===== src/tsi_defines.svh =====
// Constants for the touch sensor serial slave, cascade and start-up logic.
// Notes on behaviour
// - Main-domain power-on resets every register, regulator-off bit cleared, so regulator runs.
// - Regulated-domain reset stays asserted until that supply is reported good.
// - Each channel independently runs fast start, then fine steps, then enables counters.
// - Registers and serial interface keep working while the regulated domain is off.
// - Data line is only pulled low or released; the pull-up makes the high.
// - Data may only change while the clock is low; changes at clock high are conditions.
// - Data falling at clock high is start, rising is stop; idle bus is high.
// - Eight-bit bytes, each followed by an acknowledge clock, any number per transfer.
// - An addressed receiver holds data low through the whole acknowledge clock high.
// - Master leaves the last read byte unacknowledged; device then releases the data line.
// - Slave address is fixed 010000 followed by the address select pin level.
// - Address byte bit 0 gives direction: 0 master writes, 1 master reads.
// - A write is start, address, command, data, each acknowledged, then stop.
// - A repeated start instead of stop begins a fresh transfer.
// - A read with no preceding command returns the sensor state byte first.
// - Without a stop, the sensor state byte is resent for every further byte.
// - Cascade direct read: primary byte first, then secondary, alternating until stop.
// - Alternating read addresses the primary; the secondary answers that address only then.
// - Primary outputs and samples on rising clock; secondary samples on falling input clock.
// - Secondary interrupt output is own interrupt ORed with the primary's interrupt.
// - In cascade only the secondary signals over the bus; primary keeps its interrupt pin.
// - Reading the sensor byte or a clear command clears the pending interrupt.
// - Secondary stops its internal clock generator and runs from the clock input.
`ifndef TSI_DEFINES_SVH
`define TSI_DEFINES_SVH
`define TSI_NCH 8
`define TSI_ADDR_FIXED 6'h10
`define TSI_BIDX_CMD 2'h1
`define TSI_BIDX_DATA 2'h2
`define TSI_BIT_LAST 4'h8
`define TSI_TX_LAST 4'h7
`define TSI_IDLE_BYTE 8'hFF
`define TSI_SDIV_DEF 16
`define TSI_REG_OFF_RST 1'b0
`define TSI_FAST_RST 8'hFF
`endif


===== src/tsi_pkg.sv =====
// Types shared by the touch sensor serial slave and start-up logic.
`include "tsi_defines.svh"
package tsi_pkg;
  typedef enum logic [2:0] {
    S_IDLE = 3'h0,
    S_RX = 3'h1,
    S_ACK = 3'h2,
    S_TX = 3'h3,
    S_MACK = 3'h4,
    S_WAIT = 3'h5
  } tsi_i2c_e;

  typedef enum logic [1:0] {
    CH_FAST = 2'h0,
    CH_FINE = 2'h1,
    CH_RUN = 2'h2
  } tsi_chst_e;

  typedef struct packed {
    logic [`TSI_NCH-1:0] fast_start;
    logic [`TSI_NCH-1:0] fine_step;
    logic [`TSI_NCH-1:0] counters_en;
  } tsi_chan_s;

  typedef struct packed {
    logic [`TSI_NCH-1:0] nt_s1;
    logic [`TSI_NCH-1:0] nt_s2;
    logic [`TSI_NCH-1:0] fd_s1;
    logic [`TSI_NCH-1:0] fd_s2;
    tsi_chst_e [`TSI_NCH-1:0] st;
    tsi_chan_s o;
  } tsi_su_s;
endpackage


===== src/tsi_startup.sv =====
// Per-channel fast start-up sequencer in the regulated domain.
`timescale 1ns/100ps
`default_nettype none
`include "tsi_defines.svh"
module tsi_startup (
  input wire logic core_clk,
  input wire logic resetn,
  input wire logic chan_rst_n,
  input wire logic [`TSI_NCH-1:0] chan_enable,
  input wire logic [`TSI_NCH-1:0] near_target,
  input wire logic [`TSI_NCH-1:0] fine_done,
  output tsi_pkg::tsi_chan_s chan
);
  import tsi_pkg::*;

  localparam tsi_su_s SU_RST = '{
    nt_s1: '0, nt_s2: '0, fd_s1: '0, fd_s2: '0,
    st: '{default: CH_FAST},
    o: '{fast_start: `TSI_FAST_RST, fine_step: '0, counters_en: '0}
  };

  tsi_su_s q;
  tsi_su_s d;
  tsi_chst_e [`TSI_NCH-1:0] nst;

  genvar g;
  generate
    for (g = 0; g < `TSI_NCH; g++) begin : g_ch
      always_comb begin
        case (q.st[g])
          CH_FAST: nst[g] = q.nt_s2[g] ? CH_FINE : CH_FAST;
          CH_FINE: nst[g] = q.fd_s2[g] ? CH_RUN : CH_FINE;
          CH_RUN: nst[g] = CH_RUN;
          default: nst[g] = CH_FAST;
        endcase
        // A disabled channel falls back so that re-enabling repeats fast start.
        if (!chan_enable[g]) begin
          nst[g] = CH_FAST;
        end
      end
    end
  endgenerate

  always_comb begin
    d = q;
    d.nt_s1 = near_target;
    d.nt_s2 = q.nt_s1;
    d.fd_s1 = fine_done;
    d.fd_s2 = q.fd_s1;
    d.st = nst;
    for (int i = 0; i < `TSI_NCH; i++) begin
      d.o.fast_start[i] = (nst[i] == CH_FAST) && chan_enable[i];
      d.o.fine_step[i] = (nst[i] == CH_FINE);
      d.o.counters_en[i] = (nst[i] == CH_RUN);
    end
  end

  // The regulated-domain reset is a plain synchronous level from the core.
  always_ff @(posedge core_clk) begin
    if (!resetn || !chan_rst_n) begin
      q <= SU_RST;
    end else begin
      q <= d;
    end
  end

  assign chan = q.o;
endmodule
`default_nettype wire


===== src/tsi_core.sv =====
// Serial slave, cascade sampling clock, interrupt chain and power control of the sensor.
`timescale 1ns/100ps
`default_nettype none
`include "tsi_defines.svh"
module tsi_core #(
  parameter int SAMPLE_DIV = `TSI_SDIV_DEF
) (
  input wire logic core_clk,
  input wire logic resetn,
  input wire logic scl_in,
  input wire logic sda_in,
  output logic sda_out,
  output logic sda_oe_n,
  input wire logic address_select_pin,
  input wire logic clk_in,
  output logic clk_out,
  output logic sample_tick,
  input wire logic int_in_n,
  output logic int_out_n,
  input wire logic primary_mode,
  input wire logic secondary_mode,
  input wire logic cascade_en,
  input wire logic regulator_off_wr,
  input wire logic regulator_off_wdata,
  output logic regulator_off_bit,
  input wire logic intreg_supply_ok,
  output logic intreg_por_n,
  input wire logic own_int_event,
  input wire logic clear_int_cmd,
  input wire logic [7:0] sensor_state_byte,
  input wire logic [7:0] reply_byte,
  output logic [7:0] rx_byte,
  output logic rx_cmd_valid,
  output logic rx_data_valid,
  output logic sensor_read,
  input wire logic [`TSI_NCH-1:0] chan_enable,
  input wire logic [`TSI_NCH-1:0] near_target,
  input wire logic [`TSI_NCH-1:0] fine_done,
  output tsi_pkg::tsi_chan_s chan
);
  import tsi_pkg::*;

  typedef struct packed {
    logic scl_s1, scl_s2, scl_s3;
    logic sda_s1, sda_s2, sda_s3;
    logic a0_s1, a0_s2;
    logic ck_s1, ck_s2, ck_s3;
    logic ii_s1, ii_s2;
    logic sup_s1, sup_s2;
    tsi_i2c_e st;
    logic [3:0] cnt;
    logic [1:0] bidx;
    logic [7:0] sh;
    logic rw, ack, turn, alt, nack, cmd_seen, oe_n, sda_o;
    logic [7:0] rx_byte;
    logic cmd_vld, dat_vld, sensor_state_byte_rd;
    logic pend, int_n, reg_off, por_n;
    logic [15:0] div;
    logic ck_int, ck_pin, tick;
  } tsi_core_s;

  localparam tsi_core_s CORE_RST = '{
    scl_s1: 1'b1, scl_s2: 1'b1, scl_s3: 1'b1,
    sda_s1: 1'b1, sda_s2: 1'b1, sda_s3: 1'b1,
    ii_s1: 1'b1, ii_s2: 1'b1,
    st: S_IDLE, oe_n: 1'b1, int_n: 1'b1,
    reg_off: `TSI_REG_OFF_RST, por_n: 1'b0,
    default: '0
  };

  tsi_core_s q;
  tsi_core_s d;
  logic rise, fall, start_det, stop_det, own_match, alt_match, sensor_state_byte_ld, nt;
  logic [7:0] ld_byte;

  // Only the second and third sync stages are looked at by any logic.
  assign rise = q.scl_s2 && !q.scl_s3;
  assign fall = !q.scl_s2 && q.scl_s3;
  assign start_det = q.scl_s2 && q.scl_s3 && !q.sda_s2 && q.sda_s3;
  assign stop_det = q.scl_s2 && q.scl_s3 && q.sda_s2 && !q.sda_s3;
  assign own_match = (q.sh[7:1] == {`TSI_ADDR_FIXED, q.a0_s2});
  // The secondary shares the primary address only for a direct read in cascade.
  assign alt_match = secondary_mode && cascade_en && q.sh[0] && !q.cmd_seen
                     && (q.sh[7:1] == {`TSI_ADDR_FIXED, 1'b0});

  always_comb begin
    d = q;
    sensor_state_byte_ld = 1'b0;
    nt = q.turn;
    ld_byte = `TSI_IDLE_BYTE;
    d.scl_s1 = scl_in;
    d.scl_s2 = q.scl_s1;
    d.scl_s3 = q.scl_s2;
    d.sda_s1 = sda_in;
    d.sda_s2 = q.sda_s1;
    d.sda_s3 = q.sda_s2;
    d.a0_s1 = address_select_pin;
    d.a0_s2 = q.a0_s1;
    d.ck_s1 = clk_in;
    d.ck_s2 = q.ck_s1;
    d.ck_s3 = q.ck_s2;
    d.ii_s1 = int_in_n;
    d.ii_s2 = q.ii_s1;
    d.sup_s1 = intreg_supply_ok;
    d.sup_s2 = q.sup_s1;
    d.cmd_vld = 1'b0;
    d.dat_vld = 1'b0;
    d.tick = 1'b0;
    d.sda_o = 1'b0;

    // Power control lives on the main supply, so it ignores the regulated reset.
    if (regulator_off_wr) begin
      d.reg_off = regulator_off_wdata;
    end
    d.por_n = q.sup_s2;

    // Serial slave.
    case (q.st)
      S_IDLE, S_WAIT: begin
      end
      S_RX: begin
        if (rise) begin
          d.sh = {q.sh[6:0], q.sda_s2};
          d.cnt = q.cnt + 4'h1;
        end else if (fall && q.cnt == `TSI_BIT_LAST) begin
          d.st = S_ACK;
          d.ack = 1'b1;
          if (q.bidx == 2'h0) begin
            d.turn = 1'b1;
            d.rw = q.sh[0];
            d.alt = cascade_en && primary_mode && q.sh[0] && !q.cmd_seen;
            if (!own_match) begin
              if (alt_match) begin
                d.ack = 1'b0;
                d.rw = 1'b1;
                d.alt = 1'b1;
                d.turn = 1'b0;
              end else begin
                d.st = S_WAIT;
                d.ack = 1'b0;
              end
            end
          end else if (q.bidx == `TSI_BIDX_CMD) begin
            d.rx_byte = q.sh;
            d.cmd_vld = 1'b1;
            d.cmd_seen = 1'b1;
          end else begin
            d.rx_byte = q.sh;
            d.dat_vld = 1'b1;
          end
        end
      end
      S_ACK: begin
        if (fall) begin
          d.cnt = 4'h0;
          if (q.rw) begin
            d.st = S_TX;
            nt = q.turn;
            ld_byte = q.cmd_seen ? reply_byte : sensor_state_byte;
            sensor_state_byte_ld = nt && !q.cmd_seen;
            d.sh = nt ? ld_byte : `TSI_IDLE_BYTE;
          end else begin
            d.st = S_RX;
            if (q.bidx != `TSI_BIDX_DATA) begin
              d.bidx = q.bidx + 2'h1;
            end
          end
        end
      end
      S_TX: begin
        if (fall) begin
          d.sh = {q.sh[6:0], 1'b1};
          d.cnt = q.cnt + 4'h1;
          if (q.cnt == `TSI_TX_LAST) begin
            d.st = S_MACK;
          end
        end
      end
      S_MACK: begin
        if (rise) begin
          d.nack = q.sda_s2;
        end else if (fall) begin
          if (q.nack) begin
            d.st = S_WAIT;
          end else begin
            d.st = S_TX;
            d.cnt = 4'h0;
            nt = q.alt ? !q.turn : q.turn;
            d.turn = nt;
            ld_byte = q.cmd_seen ? reply_byte : sensor_state_byte;
            sensor_state_byte_ld = nt && !q.cmd_seen;
            d.sh = nt ? ld_byte : `TSI_IDLE_BYTE;
          end
        end
      end
      default: begin
        d.st = S_IDLE;
      end
    endcase

    if (stop_det) begin
      d.st = S_IDLE;
      d.cmd_seen = 1'b0;
    end else if (start_det) begin
      d.st = S_RX;
      d.cnt = 4'h0;
      d.bidx = 2'h0;
    end

    // Apart from acknowledging, a device that is not transmitting its own turn only ever releases the line.
    d.oe_n = !((d.st == S_ACK && d.ack) || (d.st == S_TX && d.turn && !d.sh[7]));
    d.sensor_state_byte_rd = sensor_state_byte_ld;

    // A new event in the clearing cycle keeps the interrupt pending.
    d.pend = own_int_event || (q.pend && !(clear_int_cmd || sensor_state_byte_ld));
    d.int_n = !(q.pend || !q.ii_s2);

    // Sample clock: the secondary clears its divider to zero and follows the input pin.
    if (secondary_mode) begin
      d.div = 16'h0000;
      d.ck_int = 1'b0;
      d.tick = !q.ck_s2 && q.ck_s3;
    end else if (q.div == 16'(SAMPLE_DIV - 1)) begin
      d.div = 16'h0000;
      d.ck_int = !q.ck_int;
      d.tick = !q.ck_int;
    end else begin
      d.div = q.div + 16'h0001;
    end
    d.ck_pin = d.ck_int && primary_mode;
  end

  always_ff @(posedge core_clk) begin
    if (!resetn) begin
      q <= CORE_RST;
    end else begin
      q <= d;
    end
  end

  // The serial port runs from the main supply and never looks at the regulated reset.
  tsi_startup u_startup (
    .core_clk(core_clk),
    .resetn(resetn),
    .chan_rst_n(q.por_n),
    .chan_enable(chan_enable),
    .near_target(near_target),
    .fine_done(fine_done),
    .chan(chan)
  );

  assign sda_out = q.sda_o;
  assign sda_oe_n = q.oe_n;
  assign clk_out = q.ck_pin;
  assign sample_tick = q.tick;
  assign int_out_n = q.int_n;
  assign regulator_off_bit = q.reg_off;
  assign intreg_por_n = q.por_n;
  assign rx_byte = q.rx_byte;
  assign rx_cmd_valid = q.cmd_vld;
  assign rx_data_valid = q.dat_vld;
  assign sensor_read = q.sensor_state_byte_rd;
endmodule
`default_nettype wire


===== config.mk =====
export PLATFORM = sky130hd
export DESIGN_NAME = tsi_core
export DESIGN_NICKNAME = d
export VERILOG_FILES = /design/src/tsi_pkg.sv /design/src/tsi_startup.sv /design/src/tsi_core.sv
export VERILOG_INCLUDE_DIRS = /design/src
export SDC_FILE = /design/constraint.sdc
export NUM_CORES = 1
export LEC_CHECK = 0
export BUFFER_PORTS_ARGS = -buffer_cell sky130_fd_sc_hd__buf_4
export CORE_MARGIN = 4
export CORE_UTILIZATION = 53
export DETAILED_ROUTE_END_ITERATION = 16
export GPL_TIMING_DRIVEN = 1
export PLACE_DENSITY_LB_ADDON = 0.2
export REMOVE_ABC_BUFFERS = 1
export SYNTH_ARGS = -nofsm -noshare
export SYNTH_HDL_FRONTEND = slang
export SYNTH_SLANG_ARGS = --single-unit

===== constraint.sdc =====
create_clock -name core_clk -period 4.6 [get_ports core_clk]
set_input_delay 0.92 -clock core_clk [delete_from_list [all_inputs] [get_ports core_clk]]
set_output_delay 0.92 -clock core_clk [all_outputs]
set_load 0.02 [all_outputs]

# Word-level counts from Yosys, hierarchy flattened
# Index checks and enable logic that the tools add are counted.
totals:
  register_bits: 146
  latch_bits: 0
  ramBits: 0
  rom_bits: 0
  input_bits: 55
  out_inout_bits: 42
  wordCells: 283
  mem_count: 0
op_classes:
  addsub: 3
  multipliers: 0
  n_div: 0
  magnitude_cmp: 0
  n_eq_ne: 53
  n_shift: 0
  n_mux: 88
  bitwise_logic: 5
  reduce_logical: 79
op_table:
  columns: ["op", "count"]
  rows:
  - ["$mux 8", 9]
  - ["$pmux 2 s3", 8]
  - ["$mux 2", 21]
  - ["$eq 2x1->1 const B", 17]
  - ["$logic_not 2->1", 17]
  - ["$mux 3", 11]
  - ["$eq 2x2->1 const B", 16]
  - ["$pmux 8 s4", 1]
  - ["$logic_and 1x1->1", 31]
  - ["$mux 1", 25]
  - ["$mux 7", 3]
  - ["$mux 17", 1]
  - ["$add 16x1->16 const B", 1]
  - ["$eq 16x4->1 const B", 1]
  - ["$ne 2x2->1 const B", 8]
  - ["$pmux 4 s4", 1]
  - ["$logic_not 1->1", 15]
  - ["$pmux 3 s5", 1]
  - ["$eq 3x2->1 const B", 4]
  - ["$mux 4", 3]
  - ["$mux 9", 1]
  - ["$reduce_and 4->1", 2]
  - ["$reduce_and 8->1", 1]
  - ["$eq 7x6->1", 1]
  - ["other kinds (18)", 29]

# Depth between registers and ports, before layout
logic_depth:
  depth_word: 17
  mapped_depth: 9
  ltp_nobuf: 8

# Modules after synthesis
# A second synthesis with hierarchy kept.
hier_totals:
  hier_cells: 615
  hier_area_um2: 5945.7
modules_own_cells:
  columns: ["mod", "instances", "cells_each", "area_per_inst_um2", "seq_area_each_um2"]
  rows:
  - ["tsi_core", 1, 391, 3440.8, 1461.4]
  - ["tsi_startup", 1, 224, 2504.9, 1441.4]

# Worst setup path before layout
# No wires, ideal clock.
synth_path:
  path_type: "in2reg"
  from: "input cascade_en"
  to: "register q[58] (netlist name)"
  setup_ns: 0.127
  arrival_time_ns: 1.979
  required_time_ns: 4.473
  path_slack_ns: 2.494
  path_stages: 6
  n_path_buf: 0
  cell_sequence: "nand3b_1 > o21a_1 > o31a_1 > and2_1 > o311ai_0 > a21oi_1"
synth_between:
  elab_chain_len: 12
synth_rtl:
  columns: ["item", "line", "source"]
  rows:
  - ["start: declaration", "tsi_core.sv:22", "input wire logic cascade_en,"]
  - ["$logic_and 1x1->1 (4 in series)", "tsi_core.sv:83", "assign alt_match = secondary_mode && cascade_en && q.sh[0] && !q.cmd_seen"]
  - ["$mux 3", "tsi_core.sv:133", "if (alt_match) begin"]
  - ["$mux 3", "tsi_core.sv:132", "if (!own_match) begin"]
  - ["$mux 3", "tsi_core.sv:128", "if (q.bidx == 2'h0) begin"]
  - ["$mux 3", "tsi_core.sv:125", "end else if (fall && q.cnt == `TSI_BIT_LAST) begin"]
  - ["$mux 3", "tsi_core.sv:122", "if (rise) begin"]
  - ["$pmux 3 s5", "tsi_core.sv:118", "case (q.st)"]
  - ["$mux 9", "tsi_core.sv:204", "end else if (start_det) begin"]
  - ["$mux 3", "tsi_core.sv:201", "if (stop_det) begin"]
  - ["end signal: assignment", "tsi_core.sv:235", "q <= CORE_RST;"]
  - ["end signal: assignment", "tsi_core.sv:237", "q <= d;"]
  - ["end: declaration", "tsi_core.sv:71", "tsi_core_s q;"]
# Every way passes these cells.
# A chain may end at the register's enable or synchronous reset.

# Worst setup path after layout
layout_path:
  from: "register q (netlist bit intreg_por_n)"
  to: "output intreg_por_n"
layout_lines:
  columns: ["item", "line", "source"]
  rows:
  - ["end: declaration", "tsi_core.sv:27", "output logic intreg_por_n,"]
# No word-level cell between the ends.

==> impl_summary.log <==
INFO  metric cpLargestDelayFamily = flip-flops
INFO  metric clockRootBuffer = sky130_fd_sc_hd__clkbuf_8
INFO  metric max_freq = around 0.4 GHz
INFO  metric final_util = roughly two thirds
INFO  metric syn-cell-area = roughly 5800 µm²
INFO  metric clock_sink_count = between 100 and 150
INFO  metric worst_setup_path_start_kind = flip-flop
INFO  metric first_pass_grt_wire_length = just under 20 mm
INFO  metric tritoncts.num_buffers = 17
INFO  metric core.rowCount = 37
INFO  metric synth.avg_cell_area = roughly 9.3 µm²
INFO  metric hold_viol = 0
INFO  metric timing.setup.critical_path_class = flip-flop to primary output
INFO  metric layout.cell_area.non_filler = 6993 µm²
INFO  metric die_h = around 110 µm
INFO  metric grt_use_total = 18.93%
INFO  metric yosysTopAreaCellShare = roughly 50%
INFO  metric fp.dieArea = 12690 µm²
INFO  metric fin_setup_tns = 0 ns
INFO  metric post-place-ws = about 2 ns
INFO  metric worst_skew_pair_latency = 0.51 ns
INFO  metric detailed_place_hpwl = just over 8 mm
INFO  metric ys_top_cells_by_count = 145 x sky130_fd_sc_hd__dfxtp_1, 58 x sky130_fd_sc_hd__nor2_1, 49 x sky130_fd_sc_hd__nand2_1, 37 x sky130_fd_sc_hd__and3_1
INFO  metric synth-async-reset-ratio = 0%
INFO  metric drv_slew = 0
INFO  metric post_synthesis_sequential_element_count = ~150
INFO  metric resized_after_cts = 0
INFO  metric power.static_leakage = about 0.0029 µW
INFO  metric final.period_utilization = a little under three fifths
INFO  metric post-synth-top-count-cell = sky130_fd_sc_hd__dfxtp_1
INFO  metric yosys-top-cells-area = sky130_fd_sc_hd__dfxtp_1 50%, sky130_fd_sc_hd__buf_4 4.3%, sky130_fd_sc_hd__and3_1 4.0%, sky130_fd_sc_hd__nor2_1 3.8%, sky130_fd_sc_hd__mux2i_1 3.6%
INFO  metric die_x = about 110 µm
INFO  metric irDropWorstVdd = slightly below 0.3 mV
INFO  metric n_fill_cell = 830
INFO  metric synth.lib_cells_used.distinct = 59
INFO  metric overflow = 0
INFO  metric pwr_density_cell = 401.5 nW/µm²
INFO  metric grt_pass1_vias = 4281
INFO  metric post-cts-setup-buffers = 0
INFO  metric worst-endpoint-required = 3.68 ns
INFO  metric cell_chain_critical_path = buf_4
INFO  metric post_drt_via_cell_ratio = between 5 and 6
INFO  metric cts_tree = built
INFO  metric synth_seq_area_share = between 50 and 60%
INFO  metric crit_fanout = 34
INFO  metric postRouteWirelength = between 10 and 15 mm
INFO  metric outcome = completed
INFO  metric max-slew-margin-rel = around 44%
INFO  metric average_routed_wire_per_standard_cell = ~14 µm
INFO  metric critical_path_buf_inv_count = 1
INFO  metric syn2layout_area_growth = 20.50%
INFO  metric layout.nets = between 700 and 800
INFO  metric grt_antenna_before_repair = 0
INFO  metric max_slew.worst_pin.slew = 0.8360 ns
INFO  metric drc = 0
INFO  metric synth-edff-count = 0
INFO  metric largest_net_degree_at_the_start_of_global_routing = between 50 and 60
INFO  metric drt_pre_antenna_iters = 4
INFO  metric maxCapViolCount = 0
INFO  metric core_region_area = 10510 µm²
INFO  metric globalplace.congestion = ~0.88
INFO  metric synthesis.yosys.warnings = 0
INFO  metric vias = about 4400
INFO  metric dp_cells = around 800
INFO  metric rsz0062_at_grt = no
INFO  metric drtAntennaViolNets = 0
INFO  metric cts_max_level = 4
INFO  metric fin_crit = about 2.6 ns
INFO  metric fin_skew = ~0.0088 ns
INFO  metric finish.cell_count_without_fillers = 836
INFO  metric crit_path_top_delay_cell = sky130_fd_sc_hd__dfxtp_1
INFO  metric synthesized_netlist_cell_count = about 630
INFO  metric finalSetupViolCount = 0
INFO  metric io_buffer_count = 95
INFO  metric clk_transition_reported_paths = roughly 0.06 ns
INFO  metric synthFlopType = sky130_fd_sc_hd__dfxtp_1
INFO  metric io-pin-count = 97
INFO  metric drive_gt1_share = approximately 22%
INFO  metric max_stage_delay = roughly 0.86 ns
INFO  metric antenna_cells_inserted = 0
INFO  metric finalWorstSetupSlack = between 2 and 2.5 ns
INFO  metric floorplan.initialDensity = a little under three fifths
INFO  metric yosys.area.top_type = sky130_fd_sc_hd__dfxtp_1
INFO  metric hold_path.class = flip-flop to flip-flop
INFO  metric dr.first_iter.drc_count = ~270
INFO  metric cts_max_path_buffers = 2
INFO  metric endpoint_kind = primary output
INFO  metric critical_path_arrival = 1.65 ns
INFO  metric dpl_cell_area = about 6400 µm²
INFO  metric cts_hold_buf = 0
-- worst paths after layout --
check	slack, ns	depth (start not counted)	end	from
max	2.03	1	intreg_por_n	intreg_por_n
max reg2reg	2.33	6	q[22]	q[56]
min	0.41	1	d[71]	d[72]
min reg2reg	0.41	1	d[71]	d[72]
-- placed cells by master (no fill, tap or decap), types with 14 or more instances in the layout --
cell type                   Yosys  layout
sky130_fd_sc_hd__dfxtp_1      145     145
sky130_fd_sc_hd__buf_4         33      96
sky130_fd_sc_hd__nor2_1        58      58
sky130_fd_sc_hd__nand2_1       49      49
sky130_fd_sc_hd__and3_1        37      37
sky130_fd_sc_hd__a21oi_1       33      33
sky130_fd_sc_hd__inv_1         30      30
sky130_fd_sc_hd__nor3_1        27      27
sky130_fd_sc_hd__o21ai_0       26      26
sky130_fd_sc_hd__mux2i_1       21      21
sky130_fd_sc_hd__clkbuf_16      0      16
sky130_fd_sc_hd__mux2_2        15      15
sky130_fd_sc_hd__and2_1        14      14
-- metrics by stage --
stage          power (µW)  hold slack (ns)
2_1_floorplan        1332           0.3863
3_3_place_gp         1388           0.3890
3_5_place_dp         1390           0.3958
4_1_cts              2834           0.4110
5_1_grt              2904           0.4212
6_report             2808           0.4076
-- cells by family (layout without fill, tap and decap cells) --
logic type | after synthesis | after routing | share of synthesized area, %
other | 1 | 1 | 0.06462
adders and majority gates | 7 | 7 | 1.509
buffers and inverters | 86 | 159 | 7.762
DFF | 145 | 145 | 50.02
muxes | 36 | 36 | 6.533
xor gates and xnor gates | 12 | 12 | 1.811
AOI/OAI and AO/OA | 91 | 91 | 9.573
and+or+nand+nor | 249 | 249 | 22.73
-- sequential cells by signal (all words and copies together), names as in the netlist, 8 cells and up --
| name | count |
|---|---|
| q | 46 |
| d | 10 |
| u_startup.q | 32 |
| rx_byte | 8 |
| u_startup.chan | 24 |
| u_startup.d | 16 |
-- area by class of cell --
cell class / count / area, µm² / area share [%]
clock buffers: 17 / 414.1 / 5.922
clock inverters: 15 / 219.0 / 3.131
inverters: 31 / 116.4 / 1.664
multi-input cells: 396 / 2450 / 35.03
flip-flops and latches: 145 / 2903 / 41.51
well taps: 136 / 170.2 / 2.433
repair buffers: 96 / 720.7 / 10.31
-- power by group --
| part | switching [µW] | internal, µW | leakage [µW] |
|---|---|---|---|
| registers | 8.67 | 1270 | 0.00117 |
| clock network | 549 | 897 | 0.000310 |
| logic | 39.2 | 46.9 | 0.00139 |
| total | 596 | 2210 | 0.00287 |
-- routing by layer --
metal / GRT usage, % / share of wire (%) / up-vias
met5: 0 / 0 / -
met4: 5.369 / 1.5 / 0
met3: 5.175 / 4.6 / 15
met2: 31.04 / 49 / 97
met1: 24.53 / 45 / 2054
li1: - / - / 2258
Note: power is estimated with default switching activity, not from simulation.
